==> config.mk <==
export PLATFORM = sky130hd
export DESIGN_NAME = vip_ack_port
export DESIGN_NICKNAME = d
export VERILOG_FILES = /design/src/vip_pkg.sv /design/src/vip_ack_port.sv /design/src/vip_sync3.sv
export SDC_FILE = /design/constraint.sdc
export NUM_CORES = 1
export LEC_CHECK = 0
export BUFFER_PORTS_ARGS = -buffer_cell sky130_fd_sc_hd__buf_4
export CAP_MARGIN = 20
export CORE_UTILIZATION = 60
export DETAILED_ROUTE_END_ITERATION = 6
export MAX_ROUTING_LAYER = met4
export PLACE_DENSITY = 0.86
export SETUP_SLACK_MARGIN = 0.15
export SKIP_LAST_GASP = 1
export SYNTH_ARGS = -nofsm -noshare
export SYNTH_HDL_FRONTEND = slang
export SYNTH_SLANG_ARGS = --single-unit
==> constraint.sdc <==
create_clock -name CLK_SYS -period 6.75 [get_ports CLK_SYS]
set_input_delay 0.675 -clock CLK_SYS [delete_from_list [all_inputs] [get_ports CLK_SYS]]
set_output_delay 0.675 -clock CLK_SYS [all_outputs]
set_load 0.005 [all_outputs]
==> src/vip_pkg.sv <==
// Shared constants and types for the vectored interrupt acknowledge port.
// Assumes a single system clock domain; all pins are synchronised before use.
package vip_pkg;

	// Fixed opcode returned on the first acknowledge of a call-vector sequence
	localparam logic [7:0] CALL_OPCODE   = 8'hCD;
	localparam logic [7:0] BYTE_ZERO     = 8'h00;
	localparam logic [2:0] LEVEL_DEFAULT = 3'h7;

	// First init word fields
	localparam int FIRST_NEED_W4 = 0;
	localparam int FIRST_SINGLE  = 1;
	localparam int FIRST_SPACING = 2;
	localparam int FIRST_LEVEL   = 3;
	localparam int FIRST_SELECT  = 4;

	// Operation word steering and fields
	localparam int OPW_SELECT3  = 3;
	localparam int OPW_RELEASE  = 5;
	localparam int OPW_SPECIFIC = 6;
	localparam int OPW_READ_SVC = 0;
	localparam int OPW_READ_SET = 1;
	localparam int OPW_POLL     = 2;

	// Fourth init word fields
	localparam int FOURTH_POINTER = 0;
	localparam int FOURTH_AUTO    = 1;
	localparam int FOURTH_MASTER  = 2;
	localparam int FOURTH_BUFFER  = 3;

	// Acknowledge pulse numbering within a sequence
	localparam logic [1:0] PULSE_NONE   = 2'h0;
	localparam logic [1:0] PULSE_FIRST  = 2'h1;
	localparam logic [1:0] PULSE_SECOND = 2'h2;
	localparam logic [1:0] PULSE_THIRD  = 2'h3;

	// Initialisation progress, Gray coded along the usual path
	typedef enum logic [2:0] {
		ST_UNINIT = 3'h0,
		ST_W2     = 3'h1,
		ST_W3     = 3'h3,
		ST_W4     = 3'h2,
		ST_READY  = 3'h6
	} vip_init_t;

	// Host and request pins as one bundle for synchronisation
	typedef struct packed {
		logic       cs_n;
		logic       rd_n;
		logic       wr_n;
		logic       a0;
		logic       ack_n;
		logic       sp;
		logic [2:0] cas;
		logic [7:0] data;
		logic [7:0] req;
	} vip_pins_t;

	// Idle level of the pins: strobes and selects high, rest low
	localparam vip_pins_t PINS_IDLE = 25'h1D80000;

endpackage

==> src/vip_ack_port.sv <==
// Host port, request flow and acknowledge sequencing of an 8-input interrupt controller.
// Assumes host strobes are slow against CLK_SYS; pins are tri-state split into in/out/oe.
module vip_ack_port (
	input  wire logic       CLK_SYS,
	input  wire logic       RST_N,
	input  wire logic       CS_N,
	input  wire logic       RD_N,
	input  wire logic       WR_N,
	input  wire logic       A0,
	input  wire logic [7:0] D_IN,
	output logic      [7:0] D_OUT,
	output logic            D_OE,
	input  wire logic       HOST_ACK_PULSE_N,
	input  wire logic [7:0] REQUEST_INPUTS,
	output logic            INT,
	input  wire logic [2:0] CASCADE_ID_LINES_IN,
	output logic      [2:0] CASCADE_ID_LINES_OUT,
	output logic            CASCADE_ID_LINES_OE,
	input  wire logic       MASTER_SELECT_OR_BUFFER_EN_IN,
	output logic            MASTER_SELECT_OR_BUFFER_EN_OUT,
	output logic            MASTER_SELECT_OR_BUFFER_EN_OE
);

	logic                  rst_meta;
	logic                  rst_n_s;
	vip_pkg::vip_pins_t    pin_raw;
	vip_pkg::vip_pins_t    pin;
	logic                  wr_prev;
	logic                  rd_prev;
	logic                  ack_prev;
	logic [7:0]            req_prev;
	vip_pkg::vip_init_t    state;
	vip_pkg::vip_init_t    next_state;
	logic [7:0]            init_word_first;
	logic [7:0]            init_word_second;
	logic [7:0]            init_word_third;
	logic [7:0]            init_word_fourth;
	logic [7:0]            request_mask_reg;
	logic [7:0]            pending_request_reg;
	logic [7:0]            in_service_reg;
	logic                  read_svc;
	logic                  poll_armed;
	logic [1:0]            pulse_idx;
	logic [2:0]            lvl;
	logic                  lvl_valid;
	logic                  ack_drive;
	logic [7:0]            ack_byte;

	// Reset release through two flops; assertion stays asynchronous
	always_ff @(posedge CLK_SYS or negedge RST_N) begin
		if (!RST_N) begin
			rst_meta <= 1'h0;
			rst_n_s  <= 1'h0;
		end else begin
			rst_meta <= 1'h1;
			rst_n_s  <= rst_meta;
		end
	end

	// All pins cross into the clock domain together
	assign pin_raw = {CS_N, RD_N, WR_N, A0, HOST_ACK_PULSE_N, MASTER_SELECT_OR_BUFFER_EN_IN,
		CASCADE_ID_LINES_IN, D_IN, REQUEST_INPUTS};

	vip_sync3 #(
		.WIDTH ($bits(vip_pkg::vip_pins_t)),
		.INIT  (vip_pkg::PINS_IDLE)
	) u_sync (
		.clk   (CLK_SYS),
		.rst_n (rst_n_s),
		.d     (pin_raw),
		.q     (pin)
	);

	// Strobe history for edge detection
	always_ff @(posedge CLK_SYS or negedge rst_n_s) begin
		if (!rst_n_s) begin
			wr_prev  <= 1'h1;
			rd_prev  <= 1'h1;
			ack_prev <= 1'h1;
			req_prev <= vip_pkg::BYTE_ZERO;
		end else begin
			wr_prev  <= pin.wr_n;
			rd_prev  <= pin.rd_n;
			ack_prev <= pin.ack_n;
			req_prev <= pin.req;
		end
	end

	// Host strobe decode; writes take effect at the trailing edge of the strobe
	wire sel_write  = pin.wr_n & ~wr_prev & ~pin.cs_n;
	wire rd_active  = ~pin.cs_n & ~pin.rd_n & pin.wr_n;
	wire rd_end     = pin.rd_n & ~rd_prev;
	wire ack_fall   = ~pin.ack_n & ack_prev;
	wire ack_rise   = pin.ack_n & ~ack_prev;
	wire wr_init1   = sel_write & ~pin.a0 & pin.data[vip_pkg::FIRST_SELECT];
	wire wr_release = sel_write & ~pin.a0 & ~pin.data[vip_pkg::FIRST_SELECT] & ~pin.data[vip_pkg::OPW_SELECT3];
	wire wr_readsel = sel_write & ~pin.a0 & ~pin.data[vip_pkg::FIRST_SELECT] & pin.data[vip_pkg::OPW_SELECT3];
	wire wr_port1   = sel_write & pin.a0;

	// Configuration fields
	wire need_w4      = init_word_first[vip_pkg::FIRST_NEED_W4];
	wire cascaded     = ~init_word_first[vip_pkg::FIRST_SINGLE];
	wire interval4    = init_word_first[vip_pkg::FIRST_SPACING];
	wire level_mode   = init_word_first[vip_pkg::FIRST_LEVEL];
	wire pointer_mode = init_word_fourth[vip_pkg::FOURTH_POINTER];
	wire auto_release = init_word_fourth[vip_pkg::FOURTH_AUTO];
	wire buffered     = init_word_fourth[vip_pkg::FOURTH_BUFFER];
	wire is_slave     = buffered ? ~init_word_fourth[vip_pkg::FOURTH_MASTER] : ~pin.sp;

	// Lowest set index wins, so input zero has top priority
	function automatic logic [3:0] first_set(input logic [7:0] v);
		logic [3:0] r;
		r = {1'h0, vip_pkg::LEVEL_DEFAULT};
		for (int i = 7; i >= 0; i--) begin
			if (v[i])
				r = {1'h1, 3'(i)};
		end
		return r;
	endfunction

	// Priority resolver: a request must outrank every level in service
	wire [3:0] req_pick = first_set(pending_request_reg & ~request_mask_reg);
	wire [3:0] svc_pick = first_set(in_service_reg);
	wire       eligible = req_pick[3] & (~svc_pick[3] | (req_pick[2:0] < svc_pick[2:0]));

	// Init sequence: W3 only when cascaded, W4 only when asked for
	always_comb begin
		next_state = state;
		case (state)
			vip_pkg::ST_W2: if (wr_port1) begin
				next_state = cascaded ? vip_pkg::ST_W3 : (need_w4 ? vip_pkg::ST_W4 : vip_pkg::ST_READY);
			end
			vip_pkg::ST_W3: if (wr_port1) begin
				next_state = need_w4 ? vip_pkg::ST_W4 : vip_pkg::ST_READY;
			end
			vip_pkg::ST_W4: if (wr_port1) begin
				next_state = vip_pkg::ST_READY;
			end
			default: next_state = state;
		endcase
		if (wr_init1)
			next_state = vip_pkg::ST_W2;
	end

	always_ff @(posedge CLK_SYS or negedge rst_n_s) begin
		if (!rst_n_s)
			state <= vip_pkg::ST_UNINIT;
		else
			state <= next_state;
	end

	// Command word steering; the first init word clears the mask and restarts the init sequence
	always_ff @(posedge CLK_SYS or negedge rst_n_s) begin
		if (!rst_n_s) begin
			init_word_first  <= vip_pkg::BYTE_ZERO;
			init_word_second <= vip_pkg::BYTE_ZERO;
			init_word_third  <= vip_pkg::BYTE_ZERO;
			init_word_fourth <= vip_pkg::BYTE_ZERO;
			request_mask_reg <= vip_pkg::BYTE_ZERO;
		end else if (wr_init1) begin
			init_word_first  <= pin.data;
			request_mask_reg <= vip_pkg::BYTE_ZERO;
			if (!pin.data[vip_pkg::FIRST_NEED_W4])
				init_word_fourth <= vip_pkg::BYTE_ZERO;
		end else if (wr_port1) begin
			case (state)
				vip_pkg::ST_W2: init_word_second <= pin.data;
				vip_pkg::ST_W3: init_word_third  <= pin.data;
				vip_pkg::ST_W4: init_word_fourth <= pin.data;
				default:        request_mask_reg <= pin.data;
			endcase
		end
	end

	// Read select and poll; a poll is consumed by the next read with A0 low
	always_ff @(posedge CLK_SYS or negedge rst_n_s) begin
		if (!rst_n_s) begin
			read_svc   <= 1'h0;
			poll_armed <= 1'h0;
		end else if (wr_init1) begin
			read_svc   <= 1'h0;
			poll_armed <= 1'h0;
		end else if (wr_readsel) begin
			if (pin.data[vip_pkg::OPW_READ_SET])
				read_svc <= pin.data[vip_pkg::OPW_READ_SVC];
			poll_armed <= pin.data[vip_pkg::OPW_POLL];
		end else if (rd_end && !pin.a0) begin
			poll_armed <= 1'h0;
		end
	end

	// Acknowledge sequence: two pulses in pointer mode, three in call mode
	wire [1:0] last_idx   = pointer_mode ? vip_pkg::PULSE_SECOND : vip_pkg::PULSE_THIRD;
	wire [1:0] before_last = pointer_mode ? vip_pkg::PULSE_FIRST : vip_pkg::PULSE_SECOND;
	wire       first_fall = ack_fall & (pulse_idx == vip_pkg::PULSE_NONE);
	wire       last_fall  = ack_fall & (pulse_idx == before_last);
	wire       last_rise  = ack_rise & (pulse_idx == last_idx);
	// Fall cycle skipped, so a new pulse never shows the previous pulse's byte
	wire       ack_low    = ~pin.ack_n & ~ack_fall & (pulse_idx != vip_pkg::PULSE_NONE);
	wire       cas_hit    = pin.cas == init_word_third[2:0];
	wire       svc_owner  = is_slave ? cas_hit : 1'h1;
	wire       drive_me   = is_slave ? cas_hit : ~(cascaded & init_word_third[lvl]);

	// Pulse counting ignores chip select, since the host need not select us
	always_ff @(posedge CLK_SYS or negedge rst_n_s) begin
		if (!rst_n_s)
			pulse_idx <= vip_pkg::PULSE_NONE;
		else if (ack_fall && pulse_idx != last_idx)
			pulse_idx <= pulse_idx + 2'h1;
		else if (last_rise)
			pulse_idx <= vip_pkg::PULSE_NONE;
	end

	// Level frozen at the first pulse; a vanished request falls back to level seven
	always_ff @(posedge CLK_SYS or negedge rst_n_s) begin
		if (!rst_n_s) begin
			lvl       <= vip_pkg::LEVEL_DEFAULT;
			lvl_valid <= 1'h0;
		end else if (first_fall) begin
			lvl       <= eligible ? req_pick[2:0] : vip_pkg::LEVEL_DEFAULT;
			lvl_valid <= eligible;
		end
	end

	// Pending bits: held only while the input stays high, so sources must hold it
	wire [7:0] lvl_onehot  = 8'h01 << lvl;
	wire [7:0] take_set    = (last_fall & lvl_valid & svc_owner) ? lvl_onehot : vip_pkg::BYTE_ZERO;
	wire [7:0] req_set     = level_mode ? pin.req : (pin.req & ~req_prev);
	wire [7:0] next_pending = ((pending_request_reg & pin.req) & ~take_set) | req_set;

	// Release sources: automatic at the last pulse end, or by command
	wire [7:0] release_target = pin.data[vip_pkg::OPW_SPECIFIC] ? (8'h01 << pin.data[2:0])
		: (svc_pick[3] ? (8'h01 << svc_pick[2:0]) : vip_pkg::BYTE_ZERO);
	wire [7:0] release_clr = (wr_release & pin.data[vip_pkg::OPW_RELEASE]) ? release_target : vip_pkg::BYTE_ZERO;
	wire [7:0] auto_clr    = (last_rise & auto_release & lvl_valid & svc_owner) ? lvl_onehot : vip_pkg::BYTE_ZERO;
	wire [7:0] next_svc    = (in_service_reg & ~(release_clr | auto_clr)) | take_set;

	// Set wins over any clear arriving in the same cycle
	always_ff @(posedge CLK_SYS or negedge rst_n_s) begin
		if (!rst_n_s) begin
			pending_request_reg <= vip_pkg::BYTE_ZERO;
			in_service_reg      <= vip_pkg::BYTE_ZERO;
		end else begin
			pending_request_reg <= next_pending;
			in_service_reg      <= next_svc;
		end
	end

	// Interrupt held off during a sequence and before init completes
	always_ff @(posedge CLK_SYS or negedge rst_n_s) begin
		if (!rst_n_s)
			INT <= 1'h0;
		else
			INT <= eligible & (pulse_idx == vip_pkg::PULSE_NONE) & (state == vip_pkg::ST_READY);
	end

	// Vector byte formats
	wire [7:0] vec_low  = interval4 ? {init_word_first[7:5], lvl, 2'h0} : {init_word_first[7:6], lvl, 3'h0};
	wire [7:0] vec_ptr  = {init_word_second[7:3], lvl};
	wire [7:0] poll_byte = {eligible, 4'h0, req_pick[2:0]};
	wire [7:0] status   = pin.a0 ? request_mask_reg
		: (poll_armed ? poll_byte : (read_svc ? in_service_reg : pending_request_reg));

	// Byte per pulse; a cascade master leaves vector bytes to the slave
	always_comb begin
		ack_drive = 1'h0;
		ack_byte  = vip_pkg::BYTE_ZERO;
		case (pulse_idx)
			vip_pkg::PULSE_FIRST: begin
				ack_drive = ~pointer_mode & ~is_slave;
				ack_byte  = vip_pkg::CALL_OPCODE;
			end
			vip_pkg::PULSE_SECOND: begin
				ack_drive = drive_me;
				ack_byte  = pointer_mode ? vec_ptr : vec_low;
			end
			vip_pkg::PULSE_THIRD: begin
				ack_drive = drive_me & ~pointer_mode;
				ack_byte  = init_word_second;
			end
			default: begin
				ack_drive = 1'h0;
				ack_byte  = vip_pkg::BYTE_ZERO;
			end
		endcase
	end

	wire       next_oe   = ack_low ? ack_drive : rd_active;
	wire [7:0] next_dout = ack_low ? ack_byte : status;

	// Data bus driven from flops to keep the pins glitch free
	always_ff @(posedge CLK_SYS or negedge rst_n_s) begin
		if (!rst_n_s) begin
			D_OUT <= vip_pkg::BYTE_ZERO;
			D_OE  <= 1'h0;
		end else begin
			D_OUT <= next_dout;
			D_OE  <= next_oe;
		end
	end

	// Cascade identity and buffer enable
	assign CASCADE_ID_LINES_OUT           = lvl;
	assign CASCADE_ID_LINES_OE            = ~is_slave & cascaded & (pulse_idx != vip_pkg::PULSE_NONE);
	assign MASTER_SELECT_OR_BUFFER_EN_OE  = buffered;
	assign MASTER_SELECT_OR_BUFFER_EN_OUT = ~D_OE;
endmodule

==> src/vip_sync3.sv <==
// Three-stage synchroniser bank with agreement filter.
// Assumes reset is already synchronous to clk on release.
module vip_sync3 #(
	parameter int               WIDTH = 25,
	parameter logic [WIDTH-1:0] INIT  = '0
) (
	input  wire logic             clk,
	input  wire logic             rst_n,
	input  wire logic [WIDTH-1:0] d,
	output logic      [WIDTH-1:0] q
);

	logic [WIDTH-1:0] ff1;
	logic [WIDTH-1:0] ff2;
	logic [WIDTH-1:0] ff3;
	logic [WIDTH-1:0] next_q;

	// Refuse a width the bank cannot serve
	initial begin
		if (WIDTH < 1)
			$error("vip_sync3 needs WIDTH of at least one");
	end

	// Output moves only when stages two and three agree
	for (genvar i = 0; i < WIDTH; i++) begin : g_bit
		assign next_q[i] = (ff2[i] == ff3[i]) ? ff3[i] : q[i];
	end

	// Stage one feeds stage two only, never the filter
	always_ff @(posedge clk or negedge rst_n) begin
		if (!rst_n) begin
			ff1 <= INIT;
			ff2 <= INIT;
			ff3 <= INIT;
			q   <= INIT;
		end else begin
			ff1 <= d;
			ff2 <= ff1;
			ff3 <= ff2;
			q   <= next_q;
		end
	end

endmodule

# == Yosys cells after proc, flatten, opt, wreduce, memory -nomap -nowiden ==
# Cells that the tools add are included.
# totals
ramBits,0
input_bits,27
mem_count,0
latchBits,0
register_bits,186
rom_bits,0
output_inout_bits,16
# classes
bitwise_logic,64
order_cmp,2
mul,0
muxes,61
div,0
n_reduce_logical,19
shifts,3
addsub,1
n_eq_ne,41
# ops
operator,n
$mux 8,14
$mux 4,20
$and 8x8->8,5
$and 1x1->1,32
$not 8->8,4
$eq 1x1->1,25
$or 8x8->8,3
$pmux 8 s3,1
$shl 1x3->8 const A,3
$mux 3,7
$not 1->1,19
$mux 1,12
$reduce_bool 2->1,6
$ne 3x3->1 const B,3
$pmux 3 s3,1
$reduce_and 3->1,3
$eq 3x2->1 const B,2
$mux 2,3
$mux 6,1
$eq 2x2->1,2
$eq 2x2->1 const B,2
$lt 3x4->1 const B,1
$reduce_and 2->1,2
$reduce_and 4->1,1
other kinds (18),19

# == Logic depth before layout (Yosys ltp) ==
# Gate-level depths: netlist of run 1.
# logic_depth
depth_word,16
depth_mapped,10

# == Modules after synthesis ==
# Synthesis of run 1 repeated with hierarchy kept, for this count alone.
# unflattened
cells_unflattened,593
hier_area_um2,7314.5
# modules_own_cells
mod,area_per_inst_um2,cells_each,n_inst
vip_ack_port,4505.6,468,1
vip_sync3,2808.9,125,1

# == Least setup slack after synthesis of run 1 ==
# OpenSTA, ideal clock, no wires.
# synth_timing
path_kind,register -> register
startpoint,register in_service_reg[3]
endpoint,register lvl[1] (netlist: CASCADE_ID_LINES_OUT[1])
path_stages_with_launch,6
n_path_buf,0
arrival_time_ns,2.145
setup_time_ns,0.080
synth_period_minus_slack_ns,2.225
required_ns,6.670
slack_ns,4.525
path_cell_list,dfrtp_1 or4_4 ha_1 a2111oi_0 a31oi_1 o22a_1
# synth_via
elab_chain_cells,8
# synth_lines
item,line_no,rtl
"start, declared",vip_ack_port.sv:40,logic [7:0] in_service_reg;
"start signal, assigned",vip_ack_port.sv:242,in_service_reg <= vip_pkg::BYTE_ZERO;
"start signal, assigned",vip_ack_port.sv:245,in_service_reg <= next_svc;
$mux 4 * (4 in series),vip_ack_port.sv:115,if (v[i])
$lt 3x3->1 / $not 1->1 (equally long branches),vip_ack_port.sv:124,wire eligible = req_pick[3] & (~svc_pick[3] | (req_pick[2:0] < svc_pick[2:0]));
$or 1x1->1 *,vip_ack_port.sv:124,
$and 1x1->1 *,vip_ack_port.sv:124,
$mux 3 *,vip_ack_port.sv:220,lvl <= eligible ? req_pick[2:0] : vip_pkg::LEVEL_DEFAULT;
"end signal, assigned",vip_ack_port.sv:217,lvl <= vip_pkg::LEVEL_DEFAULT;
"end signal, assigned",vip_ack_port.sv:220,
"end, declared",vip_ack_port.sv:44,logic [2:0] lvl;
# Every way passes the cells marked *; elsewhere a longest branch is shown, timed or not.
# A chain may end at the register's enable or synchronous reset.

# == Worst setup path in the final report of run 1 ==
# layout_timing
startpoint,register pulse_idx[1]
endpoint,output CASCADE_ID_LINES_OE
# layout_via
elab_chain_cells,2
# layout_lines
item,line_no,rtl
"start, declared",vip_ack_port.sv:43,logic [1:0] pulse_idx;
"start signal, assigned",vip_ack_port.sv:207,pulse_idx <= vip_pkg::PULSE_NONE;
"start signal, assigned",vip_ack_port.sv:209,pulse_idx <= pulse_idx + 2'h1;
"start signal, assigned",vip_ack_port.sv:211,pulse_idx <= vip_pkg::PULSE_NONE;
$reduce_bool 2->1,vip_ack_port.sv:304,assign CASCADE_ID_LINES_OE = ~is_slave & cascaded & (pulse_idx != vip_pkg::PULSE_NONE);
$and 1x1->1,vip_ack_port.sv:304,
"end, declared",vip_ack_port.sv:18,"output logic CASCADE_ID_LINES_OE,"
# Every way passes these cells.

==> metrics.md, run 1 <==
| Metric | Value |
|---|---|
| Run status | finished with violations |
| Violated checks | design-rule violations |
| Fin crit period | between 2 and 3 ns |
| Ys async rst share | 100.0% |
| Peak supply drop | 0.0002904 V |
| CTS tree | done |
| Core Util, Final | 70.73% |
| Critical path arrival | 1.99 ns |
| Warnings from Yosys | 0 |
| Crit share post-route | between 30% and 40% |
| Global-route wire length before repair | 25810 um |
| Post-synth EDFFs | 0 |
| Initial core utilization | between 60 and 70% |
| Syn nets | approximately 610 |
| Max incr delay on CP | ~0.56 ns |
| Initial antenna violation count | 0 |
| Std-Cell Rows | 39 |
| Final Hold Viols | 0 |
| Critical setup path kind | flop to primary output |
| Post-Syn Instances | 580 |
| Vias in the first global route | approximately 4800 |
| Syn Area/Cell | 12.59 um^2 |
| Most frequent cells in the layout | dfrtp_1 (158), nand2_1 (48), buf_4 (45), nor2_1 (41), o21ai_0 (31) |
| Crit. End Element | primary output |
| Post-cts sizing count | 0 |
| Routed WL | about 16000 um |
| Fillers | a little over 800 |
| RSZ-0062 raised after global routing | no |
| Leading cell type in the layout, fill and taps excluded | dfrtp_1 |
| Chip width | between 100 and 150 um |
| Area growth syn-to-layout | 12.51% |
| Setup violations, final | 0 |
| Post-Syn Area | about 7300 um^2 |
| Post-CTS Setup Inserts | 0 |
| Die H | ~110 um |
| Post-Layout Cell Count | 770 |
| Clock insertion delay at the later pin of the skew report | ~0.44 ns |
| GP Congestion | 0.9157 |
| Ports | 43 |
| Fraction of layout cells with a size suffix above 1 | between 20% and 30% |
| DR vias | between 4000 and 5000 |
| CP max stage cell | dfrtp_1 |
| CTS Sinks | between 150 and 200 |
| Pre-Repair DR Iteration Count | 7 |
| Slew HR | approximately 28% |
| Max cap viols | 0 |
| Slew Viols, Final | 0 |
| Final net count | 648 |
| Top cell type's share of synthesized area | a little over half |
| Wire per inst | a little over 20 um |
| Pwr per Cell Area | roughly 400 nW/um^2 |
| I/O Buffers | 42 |
| Inserted Diodes | 0 |
| Setup Skew | roughly 0.014 ns |
| CP cell instances | inv_1 > ha_1 > nor3_1 > buf_4 |
| TritonCTS Buffers | 17 |
| Area contributors post-synth | dfrtp_1 (54%), dfstp_2 (9.4%), maj3_1 (3.4%), nand2_1 (2.5%), mux2i_1 (2.3%) |
| Largest net degree at the start of global routing | 72 |
| Post-synthesis sequential area ratio | between 60 and 70% |
| Core region area | around 12000 um^2 |
| CP startpoint kind | flop |
| Die area | around 13000 um^2 |
| Synth cell types | 74 |
| Final TNS setup | 0 ns |
| CTS clk-pin slew, worst paths | 0.07 ns |
| Crit path buf inv count | 2 |
| Post-synth top flop | dfrtp_1 |
| CP top delay family | flip-flops |
| GR Overflow Total | 0 |
| Lkg Pwr | ~3.7 nW |
| Type of the worst min-delay path | input port to flop |
| Vias per inst | roughly 6.2 |
| H-tree level count | 4 |
| Cell count after placement | around 740 |
| Crit path max fanout | 11 |
| Least-Margin Pin Slew | 1.071 ns |
| Post-route DRC | 4 |
| Cell taking the most area after synthesis | dfrtp_1 |
| Root buffer cell | clkbuf_16 |
| Longest Clk Path Bufs | 2 |
| DR iter-0 viols | 468 |
| Dpl hpwl | about 11000 um |
| Yosys reg bits | 185 |
| Post-route ant nets | 0 |
| Max frequency | approximately 380 MHz |
| Required @ worst endpoint | 6.07 ns |
| Gr usage total | about 29% |
Yosys cell counts, drive strengths merged (3+ instances only):
master,instances
ha,7
or3,3
o41ai,3
a211oi,3
a211o,3
a22o,6
o21ai,32
o22ai,4
a21o,6
a41oi,8
inv,14
buf,13
mux2,14
xor2,3
dfstp,26
maj3,25
clkbuf,18
o22a,3
and2b,3
nand3,5
nand4,3
nand2,48
a21oi,23
a31oi,6
nor4b,3
dfrtp,159
nor2b,17
o31ai,6
a221oi,5
mux2i,17
nor3,6
nor2,42
nand2b,7
kinds of logic after synthesis:
group	synth area share [%]
adders and majority gates	4.627
muxes	5.107
AOI/OAI and AO/OA	11.95
DFF	63.86
buffers and inverters	3.428
other	0.05136
and+or+nand+nor	10.51
xor gates and xnor gates	0.4800
path summary, 6_finish.rpt:
path / start / end / slack, ns / depth (start not counted)
max: pulse_idx[1] / CASCADE_ID_LINES_OE / 4.09 / 4
min: D_IN[7] / u_sync.ff1[15] / 0.34 / 1
max reg2reg: u_sync.q[21] / init_word_fourth[3] / 4.18 / 4
min reg2reg: u_sync.ff1[11] / u_sync.ff2[11] / 0.35 / 0
max in group asynchronous: rst_n_s / u_sync.ff2[6] / 4.96 / 1
min in group asynchronous: rst_n_s / u_sync.ff2[9] / 0.46 / 0
cell type report:
type	count	area, um^2	share of cell area (%)
clock buffers	20	466.7	5.682
clock inverters	12	110.1	1.340
inverters	15	56.30	0.6855
multi-input cells	349	2389	29.08
flip-flops and latches	185	4666	56.80
well taps	143	178.9	2.178
repair buffers	46	347.8	4.235
per-layer routing:
| metal | wire [um] | track usage [%] | vias to the layer above |
|---|---|---|---|
| li1 | - | - | 2128 |
| met1 | 6962 | 39.77 | 2425 |
| met2 | 7248 | 40.99 | 182 |
| met3 | 1117 | 7.073 | 32 |
| met4 | 365 | 11.02 | 0 |
| met5 | 0 | - | - |
repair_timing:
item	CTS	global route
setup endpoints to repair	0	0
hold endpoints to repair	2	0
hold buffers	1	0
power breakdown:
group / switching, mW / internal (mW)
Sequential: 0.262 / 1.33
Clock: 0.434 / 0.512
Combinational: 0.384 / 0.353
through the flow:
stage	setup WS [ns]	hold WS, ns	instance area, um^2	total power, mW
CTS	4.065	0.3241	8214	3.289
finish	4.090	0.3410	8214	3.278
detailed placement	4.284	0.3358	7627	2.328
floorplan	1.259	0.3312	7301	2.065
global placement	4.355	0.3315	7627	2.303
global route	3.979	0.3189	8214	3.464
No activity file was read; power rests on OpenSTA's default activity.
==> run 2: changes to the inputs <==
--- a/config.mk
+++ b/config.mk
@@ -7,10 +7,10 @@
 export LEC_CHECK = 0
 export BUFFER_PORTS_ARGS = -buffer_cell sky130_fd_sc_hd__buf_4
 export CAP_MARGIN = 20
-export CORE_UTILIZATION = 60
+export CORE_UTILIZATION = 54
 export DETAILED_ROUTE_END_ITERATION = 6
 export MAX_ROUTING_LAYER = met4
-export PLACE_DENSITY = 0.86
+export PLACE_DENSITY = 0.82
 export SETUP_SLACK_MARGIN = 0.15
 export SKIP_LAST_GASP = 1
 export SYNTH_ARGS = -nofsm -noshare
==> constraint.sdc (replaced) <==
create_clock -name CLK_SYS -period 2.1 [get_ports CLK_SYS]
set_input_delay 0.21 -clock CLK_SYS [delete_from_list [all_inputs] [get_ports CLK_SYS]]
set_output_delay 0.21 -clock CLK_SYS [all_outputs]
set_load 0.005 [all_outputs]
==> run 2 against run 1 <==
Compared with the run above:
- the run now ends clean
- combinational power rose to 4.4 times the previous value
- non-clock buffer count rose by 68
- sequential share of layout area fell by 5.0 points
- design area rose by 9.7%
- worst setup slack got worse by 4.0 ns
- worst hold slack got worse by 0.24 ns
- utilization fell by 2.4 points
- final cell count rose by 13%
- clock-buffer cell count fell by 2
- largest cell class unchanged
==> metrics.md, run 2 (synthesis gave the netlist of run 1 again) <==
| Metric | Value |
|---|---|
| Pwr per Cell Area | 1256 nW/um^2 (+210%) |
| Crit share post-route | around 96% |
| Final worst setup slack | 0.08966 ns (-4.000 ns) |
| Setup violations, final | 0 (unchanged) |
| CTS clk-pin slew, worst paths | 0.07 ns (about the same) |
| Die area | 13990 um^2 (+11%) |
| Most frequent cells in the layout | dfrtp_1 (158), buf_4 (86), nand2_1 (47), nor2_1 (39), o21ai_0 (31) |
| Final TNS setup | 0 ns (unchanged) |
| Final net count | 716 (+10%) |
| Post-route DRC | 0 (-4) |
| Core Util, Final | 68.35% (-2.4 points) |
| Vias in the first global route | 4978 (+4.6%) |
| Max cap viols | 0 (unchanged) |
| Run status | finished, final reports clean |
| Initial antenna violation count | 0 (unchanged) |
| Critical path arrival | 2.32 ns (+0.33 ns) |
| DR vias | 5020 (+5.3%) |
| Gr usage total | 26.13% (-2.4 points) |
| Required @ worst endpoint | 2.41 ns (-3.66 ns) |
| Multi-input logic area | 2555 um^2 (+7.0%) |
| Final Hold Viols | 0 (unchanged) |
| Setup Skew | 0.01617 ns (+0.002565 ns) |
| Max frequency | slightly below 500 MHz |
| Fraction of layout cells with a size suffix above 1 | 27.91% (+6.9 points) |
| RSZ-0062 raised after global routing | yes |
| Dpl hpwl | 11010 um (+4.0%) |
| Flip-flop and latch area | 4666 um^2 (unchanged) |
| Fillers | 920 (+13%) |
| Critical setup path kind | flop to flop |
| H-tree level count | 4 (unchanged) |
| CTS Sinks | 185 (unchanged) |
| Peak supply drop | 0.0008759 V (+200%) |
| Slew Viols, Final | 0 (unchanged) |
| DR iter-0 viols | 518 (+11%) |
| Fin crit period | around 2.0 ns |
| I/O Buffers | 42 (unchanged) |
| Area growth syn-to-layout | 23.48% |
| CP startpoint kind | flop |
| Vias per inst | 5.763 (-6.9%) |
| Routed WL | 16450 um (+4.8%) |
| Leading cell type in the layout, fill and taps excluded | dfrtp_1 |
| Inserted Diodes | 0 (unchanged) |
| Die H | 118.3 um (+5.3%) |
| TritonCTS Buffers | 17 (unchanged) |
| Std-Cell Rows | 42 (+7.7%) |
| Initial core utilization | 55.35% (-7.5 points) |
| GR Overflow Total | 0 (unchanged) |
| CTS tree | done |
| Post-route ant nets | 0 (unchanged) |
| Ports | 43 (unchanged) |
| Tot Pwr | 11.33 mW (+250%) |
| Least-Margin Pin Slew | 0.7016 ns (-0.3694 ns) |
| GP Congestion | 0.9219 (+0.68%) |
| Lkg Pwr | 4.044 nW (+9.6%) |
| Crit. End Element | flop |
| Pre-Repair DR Iteration Count | 5 (-2) |
| Crit path max fanout | 5 (-6) |
| Longest Clk Path Bufs | 2 (unchanged) |
| Root buffer cell | clkbuf_16 |
| Slew HR | 52.73% (+24 points) |
| Largest net degree at the start of global routing | 78 (+8.3%) |
| Clock insertion delay at the later pin of the skew report | 0.44 ns (about the same) |
| Wire per inst | 18.89 um (-7.3%) |
| Core region area | 13190 um^2 (+14%) |
| Chip width | 118.3 um (+5.3%) |
| Global-route wire length before repair | 26340 um (+2.1%) |
| Pre-CTS setup slack | -0.1381 ns (-4.422 ns) |
| Type of the worst min-delay path | input port to async pin |
[run 2: metal layers]
layer  vias up  share of wire (%)  global-route usage, %
met4         0                2.0                  10.26
met5         -                  0                      -
met1      2554                 42                  34.49
met3        21                6.4                  5.116
li1       2270                  -                      -
met2       175                 49                  40.22
[run 2: repair_timing]
item,in CTS,in global routing
pin swaps,9,10
hold endpoints to repair,27,0
setup buffers,3,8
resized for setup,4,23
endpoints found under the setup margin,14,13
hold buffers,26,0
[run 2: layout make-up]
class                      instances  share of cell area (%)
clock buffer                      18                   4.761
inverter                          15                  0.6246
sequential                       185                   51.76
clock inverter                    14                   1.582
tap                              176                   2.443
multi-input combinational        349                   28.34
timing repair buffer             114                   10.49
[run 2: worst paths after layout]
check / startpoint / endpoint / slack [ns] / depth (start not counted)
setup / recovery: in_service_reg[3] / D_OUT[7] / 0.09 / 7
hold / removal: RST_N / rst_meta / 0.1 / 2
setup reg to reg: in_service_reg[3] / D_OUT[7] / 0.09 / 7
hold reg to reg: rst_n_s / u_sync.ff1[7] / 0.27 / 0
max in group asynchronous: rst_n_s / u_sync.ff1[20] / 1.04 / 1
min in group CLK_SYS: u_sync.ff1[13] / u_sync.ff2[13] / 0.35 / 0
[run 2: worst max-delay path, cell delays in order, from the launching register on]
cell	delay [ns]
dfrtp_1	0.38
or4_4	0.56
ha_4	0.30
o21ai_0	0.10
nand2b_1	0.10
o41ai_2	0.10
a31oi_4	0.21
o21bai_1	0.12
[run 2: stage by stage]
step                instances  cell area [um^2]  hold slack [ns]
floorplan                 580              7342         -0.08559
finish                    871              9015          0.09965
detailed placement        802              7971        -0.004643
CTS                       863              8838          0.07377
global placement          802              7971        -0.007450
global route              871              9015          0.08523
[run 2: power by group]
part           leakage (nW)  switching [mW]  internal, mW
registers              2.22           0.704          4.29
clock network         0.279            1.40          1.67
logic                  1.55            1.66          1.61
total                  4.04            3.76          7.56
==> run 3: changes to the inputs <==
--- a/config.mk
+++ b/config.mk
@@ -7,10 +7,13 @@
 export LEC_CHECK = 0
 export BUFFER_PORTS_ARGS = -buffer_cell sky130_fd_sc_hd__buf_4
 export CAP_MARGIN = 20
+export CORE_MARGIN = 3
 export CORE_UTILIZATION = 54
 export DETAILED_ROUTE_END_ITERATION = 6
+export GPL_ROUTABILITY_DRIVEN = 0
 export MAX_ROUTING_LAYER = met4
 export PLACE_DENSITY = 0.82
+export RECOVER_POWER = 100
 export SETUP_SLACK_MARGIN = 0.15
 export SKIP_LAST_GASP = 1
 export SYNTH_ARGS = -nofsm -noshare
==> run 3 against run 2 <==
Compared with the run above:
- the flow now finishes with violations (negative setup slack)
- flip-flop and latch count is the same
- worst hold slack lost 0.029 ns
- wire length grew 5.6%
- highest routed layer unchanged
- via count grew 4.8%
- critical path type unchanged
- global-route usage shrank 1.4 points
- sequential share of layout area grew 0.15 points
==> metrics.md, run 3 (synthesis gave the netlist of run 1 again) <==
| Metric | Value |
|---|---|
| Run status | finished with violations |
| Violated checks | negative setup slack |
| Clk network pwr share | 28.2% (+1.1 points) |
| Tot Pwr | 11.60 mW (+2.4%) |
| Fin crit period | 2.106 ns (+0.09612 ns) |
| DR vias | 5261 (+4.8%) |
| Chip width | 122.3 um (+3.4%) |
| Crit path max fanout | 5 (unchanged) |
| Crit share post-route | 100.3% (+4.6 points) |
| Final Cell Area | 8982 um^2 (-0.36%) |
| Net Switching | 3.958 mW (+5.2%) |
| Critical Path Start | request_mask_reg[0] |
| Final Hold Viols | 0 (unchanged) |
| Final TNS setup | -0.006465 ns (-0.006465 ns) |
| Peak supply drop | 0.0007951 V (-9.2%) |
| I/O Buffers | 42 (unchanged) |
| Fillers | 865 (-6.0%) |
| Dpl hpwl | 10950 um (-0.58%) |
| CP startpoint kind | flop |
| CTS Sinks | 185 (unchanged) |
| Least-Margin Pin Slew | 1.294 ns (+0.5923 ns) |
| Critical setup path kind | flop to flop |
| Clock insertion delay at the later pin of the skew report | 0.45 ns (about the same) |
| Final net count | 714 (-0.28%) |
| Critical path arrival | 2.47 ns (+0.15 ns) |
| Max frequency | 474.7 MHz (-4.6%) |
| Cell count after placement | 796 (-0.75%) |
| FF-to-FF Start | request_mask_reg[0] |
| CTS tree | done |
| Pwr per Cell Area | 1292 nW/um^2 (+2.8%) |
| Switching Share | 34.11% (+0.88 points) |
| Max cap viols | 0 (unchanged) |
| Initial antenna violation count | 0 (unchanged) |
| TritonCTS Buffers | 17 (unchanged) |
| Slew HR | 13.74% (-39 points) |
| Post-route ant nets | 0 (unchanged) |
| Flip-flop and latch area | 4662 um^2 (about the same) |
| Hold Slack | 0.07091 ns (-0.02875 ns) |
| Multi-input logic area | 2555 um^2 (unchanged) |
| Most frequent cells in the layout | dfrtp_1 (159), nand2_1 (47), nor2_1 (40), clkbuf_4 (39), buf_4 (32) |
| Setup violations, final | 1 (+1) |
| Sequential Power Share | 43.2% (-0.9 points) |
| Global-route wire length before repair | 27100 um (+2.9%) |
| RSZ-0062 raised after global routing | yes |
| Core region area | 12930 um^2 (-2.0%) |
| Std-Cell Rows | 41 (-2.4%) |
| Initial core utilization | 56.48% (+1.1 points) |
| Area growth syn-to-layout | 23.03% |
| Core Util, Final | 69.48% (+1.1 points) |
| Slew Viols, Final | 0 (unchanged) |
| Pre-Repair DR Iteration Count | 5 (unchanged) |
| Die H | 122.3 um (+3.4%) |
| Comb pwr share | 28.6% (-0.3 points) |
| Required @ worst endpoint | 2.46 ns (+0.05 ns) |
| Die area | 14950 um^2 (+6.9%) |
| Vias per inst | 6.082 (+5.5%) |
| P_int | 7.645 mW (+1.1%) |
| Vias in the first global route | 5324 (+7.0%) |
| Longest Clk Path Bufs | 2 (unchanged) |
| Placed inst area | 7964 um^2 (about the same) |
| Gr usage total | 24.74% (-1.4 points) |
| Final worst setup slack | -0.006465 ns (-0.09612 ns) |
| CTS clk-pin slew, worst paths | 0.07 ns (about the same) |
| Inserted Diodes | 0 (unchanged) |
| Fraction of layout cells with a size suffix above 1 | 24.82% (-3.1 points) |
| Wire per inst | 20.09 um (+6.4%) |
| DR iter-0 viols | 667 (+29%) |
| H-tree level count | 4 (unchanged) |
| Setup Skew | 0.006144 ns (-0.01003 ns) |
| Crit. End Element | flop |
| Routed WL | 17380 um (+5.6%) |
| Post-route DRC | 0 (unchanged) |
| Type of the worst min-delay path | input port to async pin |
| Ports | 43 (unchanged) |
| Root buffer cell | clkbuf_16 |
| GR Overflow Total | 0 (unchanged) |
| Post-Layout Cell Count | 865 (-0.69%) |
| Lkg Pwr | 3.999 nW (-1.1%) |
| Largest net degree at the start of global routing | 52 (-33%) |
| Leading cell type in the layout, fill and taps excluded | dfrtp_1 |
| Pre-CTS setup slack | -0.1102 ns (+0.02789 ns) |
run 3: worst paths after layout:
path,end,slack [ns],depth (start not counted)
worst min-delay path,rst_meta,0.07,2
worst max register to register,D_OUT[7],-0.006,9
min in group CLK_SYS,u_sync.ff2[11],0.35,0
worst min register to register,u_sync.ff2[11],0.35,0
max in group asynchronous,u_sync.q[17],0.30,2
worst max-delay path,D_OUT[7],-0.006,9
run 3: cell type report:
cell class	count	share of cell area, %
tap	172	2.396
clock buffer	17	4.736
clock inverter	15	2.034
multi-input combinational	349	28.44
sequential	185	51.90
timing repair buffer	112	9.862
inverter	15	0.6268
run 3: what timing repair did:
item	4_1_cts	5_1_grt
setup endpoints to repair	16	21
setup buffers	4	7
resized for setup	8	25
hold buffers	26	0
endpoints found under the hold margin	27	0
pin swaps	8	8
run 3: power groups by stage:
| stage | registers (mW) | clock network [mW] | logic [mW] |
|---|---|---|---|
| after floorplan | 4.75 | 0 | 2.01 |
| after global placement | 4.96 | 0 | 2.70 |
| after detailed placement | 5.01 | 0 | 2.85 |
| after CTS | 4.96 | 3.31 | 3.08 |
| after global routing | 5.08 | 3.47 | 3.55 |
| final | 5.02 | 3.27 | 3.32 |
run 3: layer usage:
| layer | global-route usage, % | vias up | routed length, um |
|---|---|---|---|
| met5 | - | - | 0 |
| met4 | 13.65 | 0 | 720 |
| met3 | 7.143 | 69 | 1540 |
| met2 | 36.55 | 307 | 8392 |
| met1 | 30.95 | 2622 | 6725 |
| li1 | - | 2263 | - |
run 3: critical path: stages, from the launching register on:
cell	delay, ns
dfrtp_1	0.42
nor2b_2	0.19
nor2_2	0.08
buf_4	0.14
o31ai_4	0.06
inv_1	0.12
ha_4	0.18
a2111oi_4	0.42
a31oi_4	0.19
o21bai_1	0.23
